**src/design/ccf_defines.svh**
```systemverilog
/*
 * ccf_defines.svh: offsets, field positions and reset values of the
 * controller capability register bank.
 * assumes: included by its bare name by the package and the bank module.
 */
`ifndef CCF_DEFINES_SVH
`define CCF_DEFINES_SVH

// byte addresses of the capability words on the register bus
`define CCF_OFS_EVT_SUPPORT    12'h05c
`define CCF_OFS_CTRL_ATTR      12'h060
`define CCF_OFS_ADMIN_CMDS     12'h100
// limit bytes 0x102 and 0x103 share the aligned word at 0x100
`define CCF_OFS_LIMIT_BYTE_AB  12'h102
`define CCF_OFS_LIMIT_BYTE_AE  12'h103
// own registers: event enables, event status, clear, interrupt mask
`define CCF_OFS_EVT_ENABLE     12'h200
`define CCF_OFS_IRQ_STATUS     12'h204
`define CCF_OFS_IRQ_CLEAR      12'h208
`define CCF_OFS_IRQ_ENABLE     12'h20c

// event support field bits
`define CCF_EVT_FW_ACT_BIT     9
`define CCF_EVT_NS_ATTR_BIT    8
// controller attribute bit
`define CCF_ATTR_HOSTID128_BIT 0
// admin command support bits
`define CCF_ADM_NS_MGMT_BIT    3
`define CCF_ADM_FW_BIT         2
`define CCF_ADM_FORMAT_BIT     1
`define CCF_ADM_SECURITY_BIT   0
// byte positions of the limits in the admin word
`define CCF_ABORT_LIM_LSB      16
`define CCF_EVTREQ_LIM_LSB     24

// capability values (zero-based limits: 8'h03 means four outstanding)
`define CCF_CAP_FW_ACT         1'b1
`define CCF_CAP_NS_ATTR        1'b1
`define CCF_CAP_HOSTID128      1'b0
`define CCF_CAP_NS_MGMT        1'b1
`define CCF_CAP_FW             1'b1
`define CCF_CAP_FORMAT         1'b1
`define CCF_CAP_SECURITY       1'b0
`define CCF_CAP_ABORT_LIM      8'h03
`define CCF_CAP_EVTREQ_LIM     8'h03

`define CCF_ZERO32             32'h0000_0000
`define CCF_RESP_OKAY          2'b00
`define CCF_RESP_SLVERR        2'b10
`define CCF_NUM_EVT            2

`endif

```
**src/design/ccf_pkg.sv**
```systemverilog
/*
 * ccf_pkg: types of the controller capability register bank.
 * assumes: ccf_defines.svh on the include path.
 */
`default_nettype none

package ccf_pkg;
`include "ccf_defines.svh"

    typedef logic [`CCF_NUM_EVT-1:0] ccf_evt_t;

    typedef enum logic [1:0] {
        CCF_RD_IDLE = 2'b00,
        CCF_RD_RESP = 2'b01
    } ccf_rd_state_t;

    typedef enum logic [1:0] {
        CCF_WR_IDLE = 2'b00,
        CCF_WR_RESP = 2'b01
    } ccf_wr_state_t;

endpackage : ccf_pkg

`default_nettype wire

```
**src/design/ccf_bank.sv**
```systemverilog
/*
 * ccf_bank: read-only controller capability words behind an AXI4-Lite
 * slave, plus gating of optional asynchronous event notices.
 * assumes: one clock clk_sys, synchronous active-low nrst; event pulses
 * come from logic on the same clock.
 */
`include "ccf_defines.svh"
`default_nettype none

module ccf_bank
    import ccf_pkg::*;
(
    // clock and reset
    input wire logic clk_sys,
    input wire logic nrst,
    // axi4-lite write address
    input wire logic [11:0] s_axi_awaddr,
    input wire logic s_axi_awvalid,
    output logic s_axi_awready,
    // axi4-lite write data
    input wire logic [31:0] s_axi_wdata,
    input wire logic [3:0] s_axi_wstrb,
    input wire logic s_axi_wvalid,
    output logic s_axi_wready,
    // axi4-lite write response
    output logic [1:0] s_axi_bresp,
    output logic s_axi_bvalid,
    input wire logic s_axi_bready,
    // axi4-lite read address
    input wire logic [11:0] s_axi_araddr,
    input wire logic s_axi_arvalid,
    output logic s_axi_arready,
    // axi4-lite read data
    output logic [31:0] s_axi_rdata,
    output logic [1:0] s_axi_rresp,
    output logic s_axi_rvalid,
    input wire logic s_axi_rready,
    // event sources: bit 1 firmware activation, bit 0 namespace attribute
    input wire logic [1:0] evt_raise,
    // event notices towards the command path
    output logic [1:0] evt_notice,
    // interrupt
    output logic irq
);

    // constant capability words
    wire logic [31:0] evt_support_word;
    wire logic [31:0] ctrl_attr_word;
    wire logic [31:0] admin_word;

    assign evt_support_word = {22'h00_0000,
                               `CCF_CAP_FW_ACT,
                               `CCF_CAP_NS_ATTR,
                               8'h00};
    assign ctrl_attr_word = {31'h0000_0000,
                             `CCF_CAP_HOSTID128};
    // limits set to 3 give four outstanding commands each
    assign admin_word = {`CCF_CAP_EVTREQ_LIM,
                         `CCF_CAP_ABORT_LIM,
                         12'h000,
                         `CCF_CAP_NS_MGMT,
                         `CCF_CAP_FW,
                         `CCF_CAP_FORMAT,
                         `CCF_CAP_SECURITY};

    // event support mask in the same layout as the status bits
    wire ccf_evt_t evt_capable;
    assign evt_capable = {evt_support_word[`CCF_EVT_FW_ACT_BIT],
                          evt_support_word[`CCF_EVT_NS_ATTR_BIT]};

    // software state
    ccf_evt_t evt_enable_r, evt_enable_nxt;
    ccf_evt_t irq_status_r, irq_status_nxt;
    ccf_evt_t irq_enable_r, irq_enable_nxt;
    ccf_evt_t notice_r, notice_nxt;

    // write channel
    ccf_wr_state_t wr_state_r, wr_state_nxt;
    logic aw_held_r, aw_held_nxt;
    logic w_held_r, w_held_nxt;
    logic [11:0] awaddr_r, awaddr_nxt;
    logic [31:0] wdata_r, wdata_nxt;
    logic [3:0] wstrb_r, wstrb_nxt;
    logic [1:0] bresp_r, bresp_nxt;

    wire logic aw_take;
    wire logic w_take;
    wire logic wr_go;
    wire logic [11:0] wr_word_addr;
    wire logic wr_low_lane;
    wire logic wr_hit_enable;
    wire logic wr_hit_clear;
    wire logic wr_hit_irq_en;
    wire logic wr_hit_ro;
    wire logic wr_ok;

    assign s_axi_awready = (wr_state_r == CCF_WR_IDLE) && !aw_held_r;
    assign s_axi_wready = (wr_state_r == CCF_WR_IDLE) && !w_held_r;
    assign aw_take = s_axi_awvalid && s_axi_awready;
    assign w_take = s_axi_wvalid && s_axi_wready;
    assign wr_go = (wr_state_r == CCF_WR_IDLE) && aw_held_r && w_held_r;
    assign wr_word_addr = {awaddr_r[11:2], 2'b00};
    assign wr_low_lane = wstrb_r[0];
    assign wr_hit_enable = wr_word_addr == `CCF_OFS_EVT_ENABLE;
    assign wr_hit_clear = wr_word_addr == `CCF_OFS_IRQ_CLEAR;
    assign wr_hit_irq_en = wr_word_addr == `CCF_OFS_IRQ_ENABLE;
    // capability and status words accept and ignore writes
    assign wr_hit_ro = (wr_word_addr == `CCF_OFS_EVT_SUPPORT)
                    || (wr_word_addr == `CCF_OFS_CTRL_ATTR)
                    || (wr_word_addr == `CCF_OFS_ADMIN_CMDS)
                    || (wr_word_addr == `CCF_OFS_IRQ_STATUS);
    assign wr_ok = wr_hit_enable || wr_hit_clear || wr_hit_irq_en || wr_hit_ro;

    always_comb
    begin
        wr_state_nxt = wr_state_r;
        aw_held_nxt = aw_held_r;
        w_held_nxt = w_held_r;
        awaddr_nxt = awaddr_r;
        wdata_nxt = wdata_r;
        wstrb_nxt = wstrb_r;
        bresp_nxt = bresp_r;
        case (wr_state_r)
            CCF_WR_IDLE:
            begin
                if (aw_take)
                begin
                    aw_held_nxt = 1'b1;
                    awaddr_nxt = s_axi_awaddr;
                end
                if (w_take)
                begin
                    w_held_nxt = 1'b1;
                    wdata_nxt = s_axi_wdata;
                    wstrb_nxt = s_axi_wstrb;
                end
                if (wr_go)
                begin
                    wr_state_nxt = CCF_WR_RESP;
                    aw_held_nxt = 1'b0;
                    w_held_nxt = 1'b0;
                    bresp_nxt = wr_ok ? `CCF_RESP_OKAY : `CCF_RESP_SLVERR;
                end
            end
            CCF_WR_RESP:
            begin
                if (s_axi_bready)
                begin
                    wr_state_nxt = CCF_WR_IDLE;
                end
            end
            default:
            begin
                wr_state_nxt = CCF_WR_IDLE;
            end
        endcase
    end

    assign s_axi_bvalid = wr_state_r == CCF_WR_RESP;
    assign s_axi_bresp = bresp_r;

    // register updates; a new event wins over a clear in the same cycle
    wire ccf_evt_t wr_bits;
    wire ccf_evt_t evt_set;
    assign wr_bits = wdata_r[`CCF_NUM_EVT-1:0];
    // only supported and host-enabled events may be noticed
    assign evt_set = evt_raise & evt_capable & evt_enable_r;

    always_comb
    begin
        evt_enable_nxt = evt_enable_r;
        irq_enable_nxt = irq_enable_r;
        irq_status_nxt = irq_status_r;
        if (wr_go && wr_low_lane && wr_hit_enable)
        begin
            evt_enable_nxt = wr_bits & evt_capable;
        end
        if (wr_go && wr_low_lane && wr_hit_irq_en)
        begin
            irq_enable_nxt = wr_bits;
        end
        if (wr_go && wr_low_lane && wr_hit_clear)
        begin
            irq_status_nxt = irq_status_r & ~wr_bits;
        end
        irq_status_nxt = irq_status_nxt | evt_set;
        notice_nxt = evt_set;
    end

    // read channel
    ccf_rd_state_t rd_state_r, rd_state_nxt;
    logic [31:0] rdata_r, rdata_nxt;
    logic [1:0] rresp_r, rresp_nxt;
    wire logic ar_take;
    wire logic [11:0] rd_word_addr;
    wire logic rd_hit_evt;
    wire logic rd_hit_attr;
    wire logic rd_hit_admin;
    wire logic rd_hit_enable;
    wire logic rd_hit_status;
    wire logic rd_hit_irq_en;
    wire logic rd_hit_clear;
    wire logic rd_ok;
    wire logic [31:0] rd_word;

    assign s_axi_arready = rd_state_r == CCF_RD_IDLE;
    assign ar_take = s_axi_arvalid && s_axi_arready;
    assign rd_word_addr = {s_axi_araddr[11:2], 2'b00};
    assign rd_hit_evt = rd_word_addr == `CCF_OFS_EVT_SUPPORT;
    assign rd_hit_attr = rd_word_addr == `CCF_OFS_CTRL_ATTR;
    assign rd_hit_admin = rd_word_addr == `CCF_OFS_ADMIN_CMDS;
    assign rd_hit_enable = rd_word_addr == `CCF_OFS_EVT_ENABLE;
    assign rd_hit_status = rd_word_addr == `CCF_OFS_IRQ_STATUS;
    assign rd_hit_irq_en = rd_word_addr == `CCF_OFS_IRQ_ENABLE;
    assign rd_hit_clear = rd_word_addr == `CCF_OFS_IRQ_CLEAR;
    assign rd_ok = rd_hit_evt || rd_hit_attr || rd_hit_admin || rd_hit_enable
                || rd_hit_status || rd_hit_irq_en || rd_hit_clear;
    // clear register is write-only and reads zero
    assign rd_word = rd_hit_evt ? evt_support_word
                   : rd_hit_attr ? ctrl_attr_word
                   : rd_hit_admin ? admin_word
                   : rd_hit_enable ? {30'h0000_0000, evt_enable_r}
                   : rd_hit_status ? {30'h0000_0000, irq_status_r}
                   : rd_hit_irq_en ? {30'h0000_0000, irq_enable_r}
                   : `CCF_ZERO32;

    always_comb
    begin
        rd_state_nxt = rd_state_r;
        rdata_nxt = rdata_r;
        rresp_nxt = rresp_r;
        case (rd_state_r)
            CCF_RD_IDLE:
            begin
                if (ar_take)
                begin
                    rd_state_nxt = CCF_RD_RESP;
                    rdata_nxt = rd_word;
                    rresp_nxt = rd_ok ? `CCF_RESP_OKAY : `CCF_RESP_SLVERR;
                end
            end
            CCF_RD_RESP:
            begin
                if (s_axi_rready)
                begin
                    rd_state_nxt = CCF_RD_IDLE;
                end
            end
            default:
            begin
                rd_state_nxt = CCF_RD_IDLE;
            end
        endcase
    end

    assign s_axi_rvalid = rd_state_r == CCF_RD_RESP;
    assign s_axi_rdata = rdata_r;
    assign s_axi_rresp = rresp_r;
    assign evt_notice = notice_r;
    assign irq = |(irq_status_r & irq_enable_r);

    always_ff @(posedge clk_sys)
    begin
        if (!nrst)
        begin
            wr_state_r <= CCF_WR_IDLE;
            rd_state_r <= CCF_RD_IDLE;
            aw_held_r <= 1'b0;
            w_held_r <= 1'b0;
            awaddr_r <= 12'h000;
            wdata_r <= `CCF_ZERO32;
            wstrb_r <= 4'h0;
            bresp_r <= `CCF_RESP_OKAY;
            rdata_r <= `CCF_ZERO32;
            rresp_r <= `CCF_RESP_OKAY;
            evt_enable_r <= '0;
            irq_status_r <= '0;
            irq_enable_r <= '0;
            notice_r <= '0;
        end
        else
        begin
            wr_state_r <= wr_state_nxt;
            rd_state_r <= rd_state_nxt;
            aw_held_r <= aw_held_nxt;
            w_held_r <= w_held_nxt;
            awaddr_r <= awaddr_nxt;
            wdata_r <= wdata_nxt;
            wstrb_r <= wstrb_nxt;
            bresp_r <= bresp_nxt;
            rdata_r <= rdata_nxt;
            rresp_r <= rresp_nxt;
            evt_enable_r <= evt_enable_nxt;
            irq_status_r <= irq_status_nxt;
            irq_enable_r <= irq_enable_nxt;
            notice_r <= notice_nxt;
        end
    end

endmodule : ccf_bank

`default_nettype wire

```
**config.mk**
```make
export PLATFORM = sky130hd
export DESIGN_NAME = ccf_bank
export DESIGN_NICKNAME = d
export VERILOG_FILES = /design/src/design/ccf_pkg.sv /design/src/design/ccf_bank.sv
export VERILOG_INCLUDE_DIRS = /design/src /design/src/design
export SDC_FILE = /design/constraint.sdc
export NUM_CORES = 1
export LEC_CHECK = 0
export BUFFER_PORTS_ARGS = -buffer_cell sky130_fd_sc_hd__buf_2
export CORE_ASPECT_RATIO = 1.75
export CORE_MARGIN = 2
export CORE_UTILIZATION = 41
export CTS_CLUSTER_SIZE = 12
export DETAILED_ROUTE_END_ITERATION = 16
export GPL_TIMING_DRIVEN = 0
export PLACE_DENSITY = 0.9
export SLEW_MARGIN = 20
export SYNTH_ARGS = -nofsm -noshare
export SYNTH_HDL_FRONTEND = slang
export SYNTH_SLANG_ARGS = --single-unit
```
**constraint.sdc**
```tcl
create_clock -name clk_sys -period 1.89 [get_ports clk_sys]
set_input_delay 0.2835 -clock clk_sys [delete_from_list [all_inputs] [get_ports clk_sys]]
set_output_delay 0.2835 -clock clk_sys [all_outputs]
set_load 0.05 [all_outputs]
```
# Word-level counts from Yosys, hierarchy flattened
# Index checks and enable logic that the tools add are counted.
# totals
regBits,65
output_inout_bits,44
word_cells,96
in_bits,69
# op_classes
n_eq_ne,20
bitwise_logic,5
reduce_logical,38
n_mux,19
# op_table
cell,n
10-bit by 8-bit equality test with 1-bit output (second input constant),8
26-bit 2-to-1 mux,3
10-bit by 5-bit equality test with 1-bit output (second input constant),4
10-bit by 7-bit equality test with 1-bit output (second input constant),2
2-bit 2-to-1 mux,10
2-bit AND reduction,8
1-bit logical OR,12
1-bit logical AND,11
2-bit one-hot mux with 2 select lines,2
2-bit bitwise AND,3
2-bit by 1-bit inequality test with 1-bit output (second input constant),3
2-bit by 1-bit equality test with 1-bit output (second input constant),2
2-bit zero test,2
1-bit 2-to-1 mux,4
2-bit nonzero test,2
1-bit zero test,2
2-bit inequality test (second input constant),1
2-bit inverter,1
2-bit bitwise OR,1
2-bit OR reduction,1

# Depth between registers and ports, before layout
# logic_depth
word_depth,8
mapped_depth,5
depth_no_buf,4

# Least setup slack after synthesis
# OpenSTA, ideal clock, no wires.
# synth_timing
path_kind,reg-to-reg
startpoint,register wr_state_r[0]
endpoint,register awaddr_r[11]
period_less_slack_ns,2.033
required_ns,1.814
n_path_buf,1
setup_time_ns,0.076
path_slack_ns,-0.143
path_stages_with_launch,6
arrival_time_ns,1.957
cell_sequence,dfxtp_1 -> nor2_1 -> and2_1 -> clkbuf_1 -> nand2_1 -> a21boi_0
# synth_via
elab_chain_cells,4
# synth_lines
element,line_no,source
start: declaration,ccf_bank.sv:78,"ccf_wr_state_t wr_state_r, wr_state_nxt;"
start signal: assignment,ccf_bank.sv:283,wr_state_r <= wr_state_nxt;
2-bit zero test,ccf_bank.sv:97,assign s_axi_awready = (wr_state_r == CCF_WR_IDLE) && !aw_held_r;
1-bit logical AND,ccf_bank.sv:97,
net s_axi_awready,ccf_bank.sv:19,"output logic s_axi_awready,"
1-bit logical AND,ccf_bank.sv:99,assign aw_take = s_axi_awvalid && s_axi_awready;
2-bit AND reduction (no source line),--,
end signal: assignment,ccf_bank.sv:287,awaddr_r <= awaddr_nxt;
end: declaration,ccf_bank.sv:81,"logic [11:0] awaddr_r, awaddr_nxt;"
# The timed path passes the listed nets, and every way through them passes these cells.
# A chain may end at the register's enable or synchronous reset.

# Worst setup path after layout
# layout_timing
startpoint,register awaddr_r[6]
endpoint,register irq_status_r[0]
# layout_via
elab_chain_cells,4
# layout_lines
element,line_no,source
10-bit by 8-bit equality test with 1-bit output (no source line),--,
1-bit logical AND,ccf_bank.sv:182,if (wr_go && wr_low_lane && wr_hit_clear)
2-bit 2-to-1 mux,ccf_bank.sv:182,
2-bit bitwise OR,ccf_bank.sv:186,irq_status_nxt = irq_status_nxt | evt_set;
end signal: assignment,ccf_bank.sv:294,irq_status_r <= irq_status_nxt;
end: declaration,ccf_bank.sv:73,"ccf_evt_t irq_status_r, irq_status_nxt;"
# No other way between the ends.

==> metrics.yaml <==
status:
  status: "completed"
power_and_ir_drop:
  p_int_mw: 1.09
  p_seq_share_pct: 44.7
  p_switching_mw: 0.504
  p_per_area_mw_per_mm2: 738
  p_clk_share_pct: 32.8
  p_leak_nw: 1.03
  peakVddDrop_mv: 0.525
  p_sw_share_pct: 31.7
  combinationalPowerShare_pct: 22.5
cts:
  postCtsSetupBuffers: 0
  h-tree-depth: 2
  cts_tree: "yes"
  worstSkewPairLatency_ps: 280
  clkSinkCount: 31
  clockBufferDepth: 2
  ctsHoldBuffers: 0
  cts_resized: 0
  cts-root-buf: "clkbuf_8"
  clk_pin_slew_ps: 70
  numCtsBuffers: 5
worst_setup_path:
  cp-end-kind: "flop"
  ff2ff_path_depth: 4
  cp.arrival_ps: 1720
  cp-start-kind: "flop"
  worstReg2RegEnd: "irq_status_r[0]"
  crit_type: "flop to flop"
  crit_required_ps: 2070
  crit_fanout: 4
  r2r_slack_ps: 350
  worstReg2RegStart: "awaddr_r[6]"
floorplan:
  die-area_mm2: 0.00460
  ios: 113
  rows: 30
  initial_core_util_pct: 42.6
  core-area_mm2: 0.00390
  die_h_um: 88.3
  dieWidth_um: 52.2
synthesis:
  synth_top_family_by_area: "simple AND/OR/NAND/NOR gates"
  synth_area_mm2: 0.00166
  avgSynthCellArea_um2: 8.53
  yosysSeqAreaShare_pct: 37.3
  yosysUniqueCellTypes: 42
  async_reset_ff_share_pct: 0
  synth_edf_count: 0
  synthSimpleGateAreaFrac_pct: 26.1
  synth_compound_area_share_pct: 15.0
  ys_seq_elements: 31
  synthMuxAreaShare_pct: 5.56
  syn_inst: 195
  synth_adder_area_share_pct: 0
  synth_ff_type: "dfxtp_1"
  yosysWarnings: 0
  synth_xor_area_share_pct: 0
cells_and_area:
  n_antenna_cell: 0
  final_net_count: 345
  final_cell_area_mm2: 0.00215
  final-seq-area_um2: 621
  n_fill_cell: 398
  drive_gt1_share_pct: 34.1
  multiInputGateArea_um2: 866
  final_cell_mix: "buf_2 (52), nand2_1 (35), dfxtp_1 (31), buf_4 (30), conb_1 (24)"
  syn2layout_area_growth_pct: 29.4
  final_common_cell: "buf_2"
place:
  place_congestion: 0.809
  dp_hpwl_um: 2940
  port_buffers: 51
  dpl_cell_area_mm2: 0.00207
  dp_slack_ps: 252
global_routing:
  grt_max_degree: 11
  grt_pass1_vias: 1393
  grt_pass1_wl_um: 5570
  grt.overflow.total: 0
  grt_use_total_pct: 16.5
  antenna_found_initial: 0
timing:
  fin_crit_sh_pct: 81.5
  setup_ws_ps: 350
  finalCriticalPeriod_ps: 1540
  fin_skew_ps: 7.46
  rsz0062_at_grt: "false"
  slew_violations: 0
  setup_tns_ps: 0
  max_freq_ghz: 0.649
  final_hold_viol_count: 0
  setup_viol: 0
drt:
  post_drt_wl_per_cell_um: 10.9
  first_pass_iters: 6
  vias: 1525
  drc: 0
  routed_wl_um: 3530
  via_per_inst: 4.71
  drt_iter0_drc: 19
  postRouteAntennaNets: 0
worst_hold_path:
  whs_path_depth: 2
  min_to: "rd_state_r[0]"
  hp-class: "input port to flop"
  holdCritStartpoint: "s_axi_arvalid"
job:
  max-cap-violations: 0
-- area by class of cell --
cell class,count,share of cell area (%)
Clock buffer,6,3.83
Tap cell,48,2.79
Inverter,4,0.697
Timing Repair Buffer,51,11.9
Sequential cell,31,28.8
Clock inverter,1,0.232
Multi-Input combinational cell,147,40.2
Buffer,36,11.6
-- kinds of logic after synthesis --
family / after synthesis
compound gates: 36
buf+inv: 40
flops: 31
mux: 9
other cells: 1
simple gates: 78
-- critical path: stages, from the launching register on --
cell and delay [ps]:
dfxtp_1 340, nor4b_4 350, nand4_1 150, or3b_1 380
a31o_1 220
-- registers in the layout, indices dropped and copies added, names as in the netlist --
signal and count:
awaddr_r 10, s_axi_rdata 4, evt_enable_r 2, evt_notice 2, irq_enable_r 2, irq_status_r 2
wdata_r 2, aw_held_r 1, rd_state_r 1, s_axi_bresp 1, s_axi_rresp 1, w_held_r 1
wr_state_r 1, wstrb_r 1
-- worst max-delay path by stage --
stage,startpoint,end,slack [ps],cells after the start
after detailed placement,s_axi_araddr[7],s_axi_rresp[1],250,5
after global routing,awaddr_r[6],irq_status_r[0],210,4
final,awaddr_r[6],irq_status_r[0],350,4
after global placement,s_axi_araddr[7],s_axi_rresp[1],260,5
after CTS,awaddr_r[6],irq_status_r[0],340,4
after floorplan,wr_state_r[0],awaddr_r[11],-140,5
-- power by group through the flow --
stage                     Combinational (mW)  Clock [mW]  Sequential (mW)
after floorplan                        0.264           0            0.739
after global placement                 0.352           0            0.724
after detailed placement               0.357           0            0.725
after CTS                              0.357       0.529            0.711
after global routing                   0.385       0.548            0.716
final                                  0.357       0.522            0.711
-- through the flow --
| step | hold slack (ps) | util [%] | cells | total power, mW |
|---|---|---|---|---|
| after floorplan | 421 | - | 218 | 1.00 |
| after global placement | 444 | 52.9 | 317 | 1.08 |
| after detailed placement | 449 | 52.9 | 317 | 1.08 |
| after CTS | 241 | 55.2 | 324 | 1.60 |
| after global routing | 250 | 55.2 | 324 | 1.65 |
| final | 240 | 55.2 | 324 | 1.59 |
-- cell usage after synthesis (3+ instances only) --
library cell  count  area (um^2)
dfxtp_1          31          621
nand4_1           3         18.8
a21boi_0         13         97.6
inv_1             4         15.0
buf_4            30          225
nand3_1           3         15.0
and2_1            3         18.8
nor4b_1           3         26.3
clkbuf_1          5         18.8
a21oi_1           4         20.0
nor2_1            8         30.0
nor2b_1           5         31.3
nand2_1          35          131
mux2i_1           7         70.1
o21ai_0           5         25.0
-- layer usage --
metal	up-vias	global-route usage [%]	wire (um)
met5	-	0	0
met2	67	33.9	1980
met3	7	4.22	304
li1	781	-	-
met1	670	13.1	1140
met4	0	8.39	103
No activity file was read; power rests on OpenSTA's default activity.
